==> src/feature_pkg.sv <==
// Constants and types for the touch feature command decoder
package feature_pkg;

    // Request-type byte fields
    localparam int DIR_BIT       = 7;
    localparam int TYPE_HI       = 6;
    localparam int TYPE_LO       = 5;
    localparam int RCPT_HI       = 4;
    localparam int RCPT_LO       = 0;
    localparam logic [1:0] TYPE_STANDARD = 2'h0;
    localparam logic [1:0] TYPE_CLASS    = 2'h1;
    localparam logic [1:0] TYPE_VENDOR   = 2'h2;
    localparam logic [4:0] RCPT_DEVICE   = 5'h00;
    localparam logic [4:0] RCPT_IFACE    = 5'h01;

    // Setup-packet values and data-stage subtypes
    localparam logic [7:0]  SET_REQ_TYPE     = 8'h21;
    localparam logic [7:0]  GET_REQ_TYPE     = 8'ha1;
    localparam logic [7:0]  SET_REPORT_CODE  = 8'h09;
    localparam logic [7:0]  GET_REPORT_CODE  = 8'h01;
    localparam logic [7:0]  FEATURE_KIND     = 8'h03;
    localparam logic [7:0]  CMD_FEATURE_ID   = 8'h03;
    localparam logic [7:0]  CTRL_NUM_ID      = 8'h05;
    localparam logic [7:0]  STATUS_ID        = 8'h06;
    localparam logic [7:0]  SUB_CALIBRATE    = 8'h04;
    localparam logic [7:0]  SUB_SELECT       = 8'h05;
    localparam logic [7:0]  SUB_RESET        = 8'h07;
    localparam logic [7:0]  SUB_DEFAULTS     = 8'h08;
    localparam logic [7:0]  SUB_CTRL_NUM     = 8'h01;
    localparam logic [15:0] SHORT_LEN        = 16'h0008;
    localparam logic [15:0] CTRL_NUM_LEN     = 16'h0048;
    localparam logic [15:0] LEN_ALIGN_MASK   = 16'h0007;

    // Data-stage byte positions
    localparam logic [2:0] DS_ID_POS       = 3'h0;
    localparam logic [2:0] DS_SUBTYPE_POS  = 3'h1;
    localparam logic [2:0] DS_SELECTOR_POS = 3'h4;
    localparam logic [2:0] DS_LAST_POS     = 3'h7;

    // Report selector codes
    localparam logic [7:0] SEL_OFF      = 8'h00;
    localparam logic [7:0] SEL_ON       = 8'h01;
    localparam logic [7:0] SEL_STANDARD = 8'h02;
    localparam logic [7:0] SEL_PACKED   = 8'h03;
    localparam logic [7:0] SEL_TOOL     = 8'h06;
    localparam logic [7:0] SEL_RESTORE  = 8'h07;

    // Report identifiers
    localparam logic [7:0] standard_report_ident   = 8'h01;
    localparam logic [7:0] dual_point_report_ident = 8'h02;
    localparam logic [7:0] tool_report_ident       = 8'h07;

    typedef enum logic [3:0] {
        CMD_NONE,
        CMD_SELECT,
        CMD_CALIBRATE,
        CMD_RESET,
        CMD_DEFAULTS,
        CMD_SET_CTRL_NUM,
        CMD_STATUS,
        CMD_GET_CTRL_NUM
    } command_t;

endpackage

==> src/setup_fields_if.sv <==
// Raw setup-packet fields passed to the checker, and its decoded command and valid flag passed back to the sequencer
`timescale 1ns/1ps
interface setup_fields_if;
    import feature_pkg::*;
    logic [7:0]  req_type;
    logic [7:0]  req_code;
    logic [15:0] value;
    logic [15:0] index;
    logic [15:0] length;
    command_t    command;
    logic        valid;

    modport source (input req_type, req_code, value, index, length,
                    output command, valid);
    modport sink   (output req_type, req_code, value, index, length,
                    input command, valid);
endinterface

==> src/touch_feature_command_decoder.sv <==
// Feature command decoder: setup check, data-stage parse, report routing
`timescale 1ns/1ps
module touch_feature_command_decoder
(
    input  wire logic                  clock,
    input  wire logic                  rst_n,
    input  wire logic                  setup_valid,
    input  wire logic [7:0]            setup_req_type,
    input  wire logic [7:0]            setup_req_code,
    input  wire logic [15:0]           setup_value,
    input  wire logic [15:0]           setup_index,
    input  wire logic [15:0]           setup_length,
    input  wire logic                  out_data_valid,
    input  wire logic [7:0]            out_data,
    input  wire logic                  touch_data_ready,
    input  wire logic                  calibrate_busy,
    output logic                       ep0_stall,
    output logic                       cmd_done,
    output feature_pkg::command_t      cmd_code,
    output logic [7:0]                 cmd_arg,
    output logic                       reports_enabled,
    output logic                       tool_mode,
    output logic [7:0]                 active_report_ident,
    output logic                       ep1_send,
    output logic                       ep0_send,
    output logic [7:0]                 send_report_ident
);
    import feature_pkg::*;

    // ==========================================================
    // Setup classification
    // ==========================================================
    setup_fields_if fields();

    assign fields.req_type = setup_req_type;
    assign fields.req_code = setup_req_code;
    assign fields.value    = setup_value;
    assign fields.index    = setup_index;
    assign fields.length   = setup_length;

    setup_checker checker_inst
    (
        .fields (fields)
    );

    // ==========================================================
    // Command sequencer
    // ==========================================================
    typedef enum logic [1:0] {
        IDLE,
        DATA,
        EXECUTE
    } seq_state_t;

    seq_state_t  state;
    seq_state_t  next_state;
    logic [2:0]  byte_pos;
    logic [2:0]  next_byte_pos;
    logic [7:0]  ident;
    logic [7:0]  next_ident;
    logic [7:0]  subtype;
    logic [7:0]  next_subtype;
    logic [7:0]  selector;
    logic [7:0]  next_selector;
    logic [7:0]  arg;
    logic [7:0]  next_arg;
    logic [7:0]  setup_ident;
    logic [7:0]  next_setup_ident;
    logic        ep0_stall_next;
    logic        cmd_done_next;
    command_t    cmd_code_next;
    logic [7:0]  cmd_arg_next;
    logic        apply_select;

    always_comb
    begin
        next_state       = state;
        next_byte_pos    = byte_pos;
        next_ident       = ident;
        next_subtype     = subtype;
        next_selector    = selector;
        next_arg         = arg;
        next_setup_ident = setup_ident;
        ep0_stall_next   = 1'b0;
        cmd_done_next    = 1'b0;
        cmd_code_next    = cmd_code;
        cmd_arg_next     = cmd_arg;
        apply_select     = 1'b0;
        case (state)
            IDLE:
            begin
                if (setup_valid)
                begin
                    if (!fields.valid)
                        ep0_stall_next = 1'b1;
                    else if (fields.command == CMD_SELECT)
                    begin
                        next_setup_ident = setup_value[7:0];
                        next_byte_pos    = DS_ID_POS;
                        next_state       = DATA;
                    end
                    else
                    begin
                        // Get requests handed to the payload logic
                        cmd_done_next = 1'b1;
                        cmd_code_next = fields.command;
                        cmd_arg_next  = '0;
                    end
                end
            end
            DATA:
            begin
                if (out_data_valid)
                begin
                    case (byte_pos)
                        DS_ID_POS:       next_ident    = out_data;
                        DS_SUBTYPE_POS:  next_subtype  = out_data;
                        DS_SELECTOR_POS: next_selector = out_data;
                        default:         next_arg      = arg;
                    endcase
                    // Calibration type rides in byte 2
                    if (byte_pos == DS_SUBTYPE_POS + 3'h1)
                        next_arg = out_data;
                    next_byte_pos = byte_pos + 3'h1;
                    if (byte_pos == DS_LAST_POS)
                        next_state = EXECUTE;
                end
            end
            EXECUTE:
            begin
                next_state = IDLE;
                cmd_arg_next = arg;
                if (ident != setup_ident)
                    ep0_stall_next = 1'b1;
                else if (ident == CTRL_NUM_ID && subtype == SUB_CTRL_NUM)
                begin
                    cmd_done_next = 1'b1;
                    cmd_code_next = CMD_SET_CTRL_NUM;
                end
                else if (ident != CMD_FEATURE_ID)
                    ep0_stall_next = 1'b1;
                else
                begin
                    case (subtype)
                        SUB_SELECT:
                        begin
                            if (selector == SEL_OFF || selector == SEL_ON
                                || selector == SEL_STANDARD || selector == SEL_PACKED
                                || selector == SEL_TOOL || selector == SEL_RESTORE)
                            begin
                                apply_select  = 1'b1;
                                cmd_done_next = 1'b1;
                                cmd_code_next = CMD_SELECT;
                                cmd_arg_next  = selector;
                            end
                            else
                                ep0_stall_next = 1'b1;
                        end
                        SUB_CALIBRATE:
                        begin
                            // Busy calibration forbids a second start
                            if (calibrate_busy)
                                ep0_stall_next = 1'b1;
                            else
                            begin
                                cmd_done_next = 1'b1;
                                cmd_code_next = CMD_CALIBRATE;
                            end
                        end
                        SUB_RESET:
                        begin
                            apply_select  = 1'b1;
                            cmd_done_next = 1'b1;
                            cmd_code_next = CMD_RESET;
                        end
                        SUB_DEFAULTS:
                        begin
                            cmd_done_next = 1'b1;
                            cmd_code_next = CMD_DEFAULTS;
                        end
                        default:
                            ep0_stall_next = 1'b1;
                    endcase
                end
            end
            default:
                next_state = IDLE;
        endcase
    end

    always_ff @(posedge clock)
    begin
        if (!rst_n)
        begin
            state       <= IDLE;
            byte_pos    <= DS_ID_POS;
            ident       <= '0;
            subtype     <= '0;
            selector    <= '0;
            arg         <= '0;
            setup_ident <= '0;
            ep0_stall   <= 1'b0;
            cmd_done    <= 1'b0;
            cmd_code    <= CMD_NONE;
            cmd_arg     <= '0;
        end
        else
        begin
            state       <= next_state;
            byte_pos    <= next_byte_pos;
            ident       <= next_ident;
            subtype     <= next_subtype;
            selector    <= next_selector;
            arg         <= next_arg;
            setup_ident <= next_setup_ident;
            ep0_stall   <= ep0_stall_next;
            cmd_done    <= cmd_done_next;
            cmd_code    <= cmd_code_next;
            cmd_arg     <= cmd_arg_next;
        end
    end

    // ==========================================================
    // Report selection
    // ==========================================================
    logic [7:0] next_active;
    logic       next_enabled;
    logic       next_tool;

    always_comb
    begin
        next_active  = active_report_ident;
        next_enabled = reports_enabled;
        next_tool    = tool_mode;
        if (apply_select && subtype == SUB_RESET)
        begin
            // Reset command returns to power-up selection
            next_active  = standard_report_ident;
            next_enabled = 1'b1;
            next_tool    = 1'b0;
        end
        else if (apply_select)
        begin
            case (selector)
                SEL_OFF:      next_enabled = 1'b0;
                SEL_ON:       next_enabled = 1'b1;
                SEL_STANDARD: next_active  = standard_report_ident;
                SEL_PACKED:   next_active  = dual_point_report_ident;
                SEL_TOOL:     next_tool    = 1'b1;
                SEL_RESTORE:  next_tool    = 1'b0;
                default:      next_tool    = tool_mode;
            endcase
        end
    end

    always_ff @(posedge clock)
    begin
        if (!rst_n)
        begin
            active_report_ident <= standard_report_ident;
            reports_enabled     <= 1'b1;
            tool_mode           <= 1'b0;
        end
        else
        begin
            active_report_ident <= next_active;
            reports_enabled     <= next_enabled;
            tool_mode           <= next_tool;
        end
    end

    // ==========================================================
    // Report dispatch
    // ==========================================================
    logic       next_ep1_send;
    logic       next_ep0_send;
    logic [7:0] next_send_ident;

    always_comb
    begin
        next_ep1_send   = 1'b0;
        next_ep0_send   = 1'b0;
        next_send_ident = send_report_ident;
        if (touch_data_ready && reports_enabled)
        begin
            if (tool_mode)
            begin
                next_ep0_send   = 1'b1;
                next_send_ident = tool_report_ident;
            end
            else
            begin
                next_ep1_send   = 1'b1;
                next_send_ident = active_report_ident;
            end
        end
    end

    always_ff @(posedge clock)
    begin
        if (!rst_n)
        begin
            ep1_send          <= 1'b0;
            ep0_send          <= 1'b0;
            send_report_ident <= standard_report_ident;
        end
        else
        begin
            ep1_send          <= next_ep1_send;
            ep0_send          <= next_ep0_send;
            send_report_ident <= next_send_ident;
        end
    end

endmodule

==> src/setup_checker.sv <==
// Combinational classifier of a setup packet into a feature command
`timescale 1ns/1ps
module setup_checker
(
    setup_fields_if.source fields
);
    import feature_pkg::*;

    logic [7:0] kind;
    logic [7:0] ident;
    logic       dir_in;
    logic [1:0] req_kind;
    logic [4:0] rcpt;

    always_comb
    begin
        kind     = fields.value[15:8];
        ident    = fields.value[7:0];
        dir_in   = fields.req_type[DIR_BIT];
        req_kind = fields.req_type[TYPE_HI:TYPE_LO];
        rcpt     = fields.req_type[RCPT_HI:RCPT_LO];
        fields.command = CMD_NONE;
        fields.valid   = 1'b0;
        // Class requests to the interface only; index and value header checked
        if (req_kind == TYPE_CLASS && rcpt == RCPT_IFACE && fields.index == '0
            && kind == FEATURE_KIND)
        begin
            if (!dir_in && fields.req_code == SET_REPORT_CODE
                && fields.length == SHORT_LEN)
            begin
                if (ident == CMD_FEATURE_ID || ident == CTRL_NUM_ID)
                begin
                    // Subtype known only after data stage
                    fields.command = CMD_SELECT;
                    fields.valid   = 1'b1;
                end
            end
            else if (dir_in && fields.req_code == GET_REPORT_CODE)
                if (ident == STATUS_ID && fields.length == SHORT_LEN)
                begin
                    fields.command = CMD_STATUS;
                    fields.valid   = 1'b1;
                end
                else if (ident == CTRL_NUM_ID && fields.length == CTRL_NUM_LEN)
                begin
                    fields.command = CMD_GET_CTRL_NUM;
                    fields.valid   = 1'b1;
                end
        end
    end
endmodule

==> config.mk <==
export PLATFORM = sky130hd
export DESIGN_NAME = touch_feature_command_decoder
export DESIGN_NICKNAME = d
export VERILOG_FILES = /design/src/feature_pkg.sv /design/src/setup_fields_if.sv /design/src/touch_feature_command_decoder.sv /design/src/setup_checker.sv
export SDC_FILE = /design/constraint.sdc
export NUM_CORES = 1
export LEC_CHECK = 0
export BUFFER_PORTS_ARGS = -buffer_cell sky130_fd_sc_hd__buf_2
export CAP_MARGIN = 20
export CORE_AREA = 2 2 86 88
export CTS_CLUSTER_DIAMETER = 100
export DETAILED_ROUTE_END_ITERATION = 6
export DIE_AREA = 0 0 88 90
export PLACE_DENSITY = 0.78
export SYNTH_ARGS = -nofsm -noshare
export SYNTH_HDL_FRONTEND = slang
export SYNTH_SLANG_ARGS = --single-unit
==> constraint.sdc <==
create_clock -name clock -period 2.2 [get_ports clock]
set_clock_uncertainty 0.05 [all_clocks]
set_input_delay 0.44 -clock clock [delete_from_list [all_inputs] [get_ports clock]]
set_output_delay 0.44 -clock clock [all_outputs]
set_load 0.1 [all_outputs]
# Yosys cells after proc, flatten, opt, wreduce, memory -nomap -nowiden
# Cells that the tools add are included.
# totals
inputBits	78
word_cells	174
regBits	79
# classes
n_addsub	1
bitwise_logic	1
reduce_logical	42
n_mux	72
n_eq_ne	41
# ops
op	count
$mux 8	9
$eq 8x3->1 const B	8
$mux 4	12
$eq 8x2->1 const B	4
$pmux 8 s2	2
$mux 1	28
$eq 8x1->1 const B	3
$eq 16x4->1 const B	1
$eq 16x7->1 const B	1
$eq 8x4->1 const B	2
$logic_not 16->1	1
$pmux 4 s4	1
$mux 3	5
$ne 2x2->1 const B	7
$reduce_and 3->1	4
$logic_and 1x1->1	11
$mux 2	5
$pmux 1 s2	5
$reduce_and 5->1	2
$reduce_bool 2->1	5
$reduce_and 9->1	1
$logic_not 8->1	1
$ne 4x4->1 const B	2
$ne 8x2->1 const B	1
other kinds (23)	36

# Logic depth before layout (Yosys ltp)
# depth
ltp_word	14
mapped_depth	7

# Hierarchy
# Synthesis repeated with hierarchy kept, for this count alone.
# hier_totals
hier_cells	370
area_unflattened_um2	3522.1
# modules_own_cells
module	area_each_um2	cells_each	instances
touch_feature_command_decoder	3208.1	332	1
setup_checker	314.1	38	1

# Worst setup path before layout
# Ideal clock, no wire load.
# synth_path
kind	input to register
start	in setup_length[10]
end	reg setup_ident[4]
arrival_time_ps	1811
slack_ps	223
stages	5
cell_sequence	nor4_2 -> nand4_1 -> nor4_4 -> nand4_1 -> and3_2
# synth_via
elab_chain_cells	9
word_cells_on_any_way	17
classes_between	3 x eq/ne; 10 x mux; 4 x reduce/logical
# synth_rtl
element	line	source
start, declared	touch_feature_command_decoder.sv:12	input wire logic [15:0] setup_length,
$eq 16x7->1	setup_checker.sv:44	else if (ident == CTRL_NUM_ID && fields.length == CTRL_NUM_LEN)
$logic_and 1x1->1	setup_checker.sv:44	
$mux 3	setup_checker.sv:44	
$mux 4	setup_checker.sv:39	if (ident == STATUS_ID && fields.length == SHORT_LEN)
$mux 4	setup_checker.sv:38	else if (dir_in && fields.req_code == GET_REPORT_CODE)
$mux 4	setup_checker.sv:28	if (!dir_in && fields.req_code == SET_REPORT_CODE
$mux 4	setup_checker.sv:25	if (req_kind == TYPE_CLASS && rcpt == RCPT_IFACE && fields.index == '0
$eq 4x1->1	touch_feature_command_decoder.sv:96	else if (fields.command == CMD_SELECT)
$reduce_and 4->1 (no source line) *	-	
end signal, assigned	touch_feature_command_decoder.sv:215	setup_ident <= next_setup_ident;
end, declared	touch_feature_command_decoder.sv:67	logic [7:0] setup_ident;
# Every way passes the cells marked *; elsewhere a longest branch is shown, timed or not.
# A chain may end at the register's enable or synchronous reset.

# Worst setup path after layout
# layout_path
start	reg ident[3]
end	reg active_report_ident[1]
# layout_via
elab_chain_cells	7
word_cells_on_any_way	11
classes_between	3 x eq/ne; 4 x mux; 4 x reduce/logical
# layout_rtl
element	line	source
start, declared	touch_feature_command_decoder.sv:59	logic [7:0] ident;
start signal, assigned	touch_feature_command_decoder.sv:211	ident <= next_ident;
$ne 8x2->1 / $eq 8x3->1 (equally long branches)	touch_feature_command_decoder.sv:140, touch_feature_command_decoder.sv:135	
$mux 1 / $logic_and 1x1->1 (equally long branches)	touch_feature_command_decoder.sv:140, touch_feature_command_decoder.sv:135	
$mux 1	touch_feature_command_decoder.sv:135	else if (ident == CTRL_NUM_ID && subtype == SUB_CTRL_NUM)
$mux 1 *	touch_feature_command_decoder.sv:133	if (ident != setup_ident)
$mux 1 *	touch_feature_command_decoder.sv:89	case (state)
$logic_and 1x1->1	touch_feature_command_decoder.sv:235	if (apply_select && subtype == SUB_RESET)
$reduce_or 2->1 (no source line)	-	
end signal, assigned	touch_feature_command_decoder.sv:260	active_report_ident <= standard_report_ident;
end signal, assigned	touch_feature_command_decoder.sv:266	active_report_ident <= next_active;
end, declared	touch_feature_command_decoder.sv:23	output logic [7:0] active_report_ident,
# Marks and branches as above.

==> flow_metrics.env <==
export IMPL_status="finished, final reports clean"
export IMPL_rsz0062_at_grt="no"
export IMPL_syn_area_um2=3430
export IMPL_path_cells="xor2_1 > nor4_2 > nand3_2 > or3_4 > mux2i_1 > nor2_1"
export IMPL_grtUsageTotal_pct=22.2
export IMPL_postCtsResizedCells=0
export IMPL_slowest_delay_ns=0.45
export IMPL_critPathKind="flip-flop to flip-flop"
export IMPL_cts_path_max_buffers=2
export IMPL_period_minus_slack_ns=2.05
export IMPL_seqPwrFrac_pct=48.6
export IMPL_path_buf_inv=0
export IMPL_endpoint_kind="flip-flop"
export IMPL_dp_cells=588
export IMPL_cts_buffers_inserted=9
export IMPL_hp_class="input pin to flip-flop"
export IMPL_start_util_pct=48.9
export IMPL_core_area_um2=7020
export IMPL_synth_area_leader_cell="dfxtp_1"
export IMPL_drt_iter0_markers=165
export IMPL_worstPathMaxFanout=9
export IMPL_finalNetCount=583
export IMPL_synth_edf_count=0
export IMPL_grt_antenna_before_repair=0
export IMPL_setup_viol=0
export IMPL_grt_overflow_total=0
export IMPL_dieArea_um2=7920
export IMPL_arrival_ns=2.23
export IMPL_firstDrtPassIters=5
export IMPL_combPwrFrac_pct=10.7
export IMPL_grt_max_degree=29
export IMPL_drive_above_1_share_pct=29.7
export IMPL_synthDistinctLibCells=54
export IMPL_setup_ws_ns=0.146
export IMPL_clock_latency_ns=0.35
export IMPL_cp_required_ns=2.38
export IMPL_synth_warnings=0
export IMPL_wire_per_inst_um=14.3
export IMPL_internal_power_w=0.00185
export IMPL_switchingPower_w=0.000656
export IMPL_synth_seq_area_share_pct=39.1
export IMPL_postRouteAntennaNets=0
export IMPL_htree_levels=3
export IMPL_pwr_share_clk_pct=40.7
export IMPL_die_w_um=88
export IMPL_timing_fmax_mhz=487
export IMPL_grt_pass1_vias=3176
export IMPL_io_pins=112
export IMPL_postLayoutCoreUtil_pct=60.5
export IMPL_synthCells=394
export IMPL_vias=3317
export IMPL_swShare_pct=26.2
export IMPL_n_antenna_cell=0
export IMPL_die_y_um=90
export IMPL_cts_tree="yes"
export IMPL_synth_area_per_cell_um2=8.71
export IMPL_place_gp_congestion=0.824
export IMPL_async_flop_share_pct=0
export IMPL_maxCapViolCount=0
export IMPL_avgViaCountPerCell=5.49
export IMPL_area_growth_pct=23.6
export IMPL_ys_seq_elements=67
export IMPL_drt_total_wl_um=8650
export IMPL_cts_root_buffer="clkbuf_8"
export IMPL_dp_hpwl_um=6820
export IMPL_portBuffers=99
export IMPL_fin_crit_sh_pct=93.4
export IMPL_cts_clk_slew_worst_paths_ns=0.07
export IMPL_hold_violations=0
export IMPL_drc_errors=0
export IMPL_rows=31
export IMPL_grt_pass1_wl_um=13800
export IMPL_irDropWorstVdd_mv=0.412
export IMPL_synth_top_flop_cell="dfxtp_1"
export IMPL_cp_start_kind="flip-flop"
export IMPL_yosys_area_top_type_share_pct=39.1
export IMPL_ys_top_cells_by_area="dfxtp_1, nand3_1, nand2_1"
export IMPL_slew_violations=0
export IMPL_cp_top_family="simple AND/OR/NAND/NOR gates"
export IMPL_stdcell_count=604
export IMPL_p_leak_nw=1.77
export IMPL_preCtsSetupSlack_ns=-0.0246
export IMPL_hold_ws_ns=0.332
export IMPL_cts_setup_buffers=0
export IMPL_cts_hold_buf=0
export IMPL_crit_slowest_cell="or3_4"
export IMPL_cts_sinks=67
export IMPL_power_density_nw_per_um2=589
==> logic make-up after synthesis <==
family / synth area share [%]
and+or+nand+nor: 32.3
DFF: 39.1
xor gates and xnor gates: 2.81
muxes: 4.08
buffers and inverters: 5.54
AOI/OAI and AO/OA: 14.2
adders and majority gates: 1.82
other: 0.109
==> cell usage in the layout, fill, tap and decap left out, types with 3 or more instances in the layout <==
| cell type | synthesis | layout |
|---|---|---|
| buf_2 | 1 | 99 |
| dfxtp_1 | 67 | 67 |
| nand2_1 | 41 | 41 |
| nand3_1 | 38 | 38 |
| nor2_1 | 23 | 23 |
| a21boi_0 | 18 | 18 |
| nand4_1 | 17 | 17 |
| mux2i_1 | 14 | 14 |
| buf_4 | 12 | 14 |
| a21oi_1 | 13 | 13 |
| nor4_1 | 12 | 12 |
| conb_1 | 1 | 12 |
| nor3_1 | 10 | 10 |
| xor2_1 | 10 | 10 |
| clkbuf_8 | 0 | 10 |
| inv_1 | 9 | 9 |
| and3_1 | 7 | 7 |
| nor4b_1 | 7 | 6 |
| nor2b_1 | 6 | 6 |
| o21ai_0 | 6 | 6 |
| a22o_1 | 5 | 5 |
| and3_2 | 5 | 5 |
| ha_1 | 5 | 5 |
| o211ai_1 | 4 | 4 |
| nor3b_1 | 3 | 3 |
| nand2b_1 | 3 | 3 |
| nor4_2 | 3 | 3 |
| nor2_2 | 3 | 3 |
| o2111ai_1 | 3 | 3 |
| a31oi_1 | 3 | 3 |
==> path summary, 6_finish.rpt <==
kind,startpoint,to,slack (ns),cells after the start
max,ident[3],active_report_ident[1],0.15,6
min,out_data[6],arg[6],0.33,3
max reg2reg,ident[3],active_report_ident[1],0.15,6
min reg2reg,arg[3],arg[3],0.41,2
==> power by group through the flow <==
| stage | Combinational, W | Sequential (W) | Clock (W) |
|---|---|---|---|
| final | 0.000268 | 0.00122 | 0.00102 |
| after global placement | 0.000263 | 0.00124 | 0 |
| after global routing | 0.000283 | 0.00121 | 0.00109 |
| after floorplan | 0.000153 | 0.00126 | 0 |
| after CTS | 0.000268 | 0.00122 | 0.00103 |
| after detailed placement | 0.000267 | 0.00124 | 0 |
==> final cells by class <==
type                       count  area (um^2)
fill                         619         2780
multi-input combinational    300         1950
sequential                    67         1340
timing repair buffer         113          601
clock buffer                  12          145
tap                           99          124
clock inverter                 4         50.0
inverter                       9         33.8
==> synth_stat cells (5+ instances only) <==
cell and n:
xor2_1 10, clkbuf_1 15, nor4b_1 7, nand2_1 41, nand4_1 17, ha_1 5, mux2i_1 14, nand3_1 38
buf_4 12, nor4_1 12, o21ai_0 6, and3_1 7, nor2_1 23, and3_2 5, a22o_1 5, nor2b_1 6
dfxtp_1 67, a21boi_0 18, a21oi_1 13, inv_1 9, nor3_1 10
==> worst min-delay path, cell delays in order <==
cell	delay (ns)
buf_2	0.13
nand3_1	0.06
a21oi_1	0.05
==> sequential cells by signal, summed over array words and instances, names as in the netlist, 2 cells and up <==
signal,flops
active_report_ident,2
send_report_ident,3
setup_ident,8
byte_pos,3
state,2
cmd_arg,8
cmd_code,3
selector,8
ident,8
subtype,8
arg,8
==> through the flow <==
step | cell area (um^2) | setup TNS, ns | total power (W)
after global routing | 4240 | 0 | 0.00258
after floorplan | 3470 | 0 | 0.00142
after detailed placement | 4040 | -0.105 | 0.00151
after global placement | 4040 | -0.457 | 0.00151
after CTS | 4240 | 0 | 0.00251
final | 4240 | 0 | 0.00250
==> layer usage <==
metal	vias to the layer above	share of wire (%)	wire length, um	track usage (%)
met5	-	0	0	0
met4	0	1.1	98	6.41
met1	1549	41	3580	24.5
met3	8	6.5	565	5.88
li1	1645	-	-	-
met2	115	51	4410	40.8
Note: power is estimated with default switching activity, not from simulation.
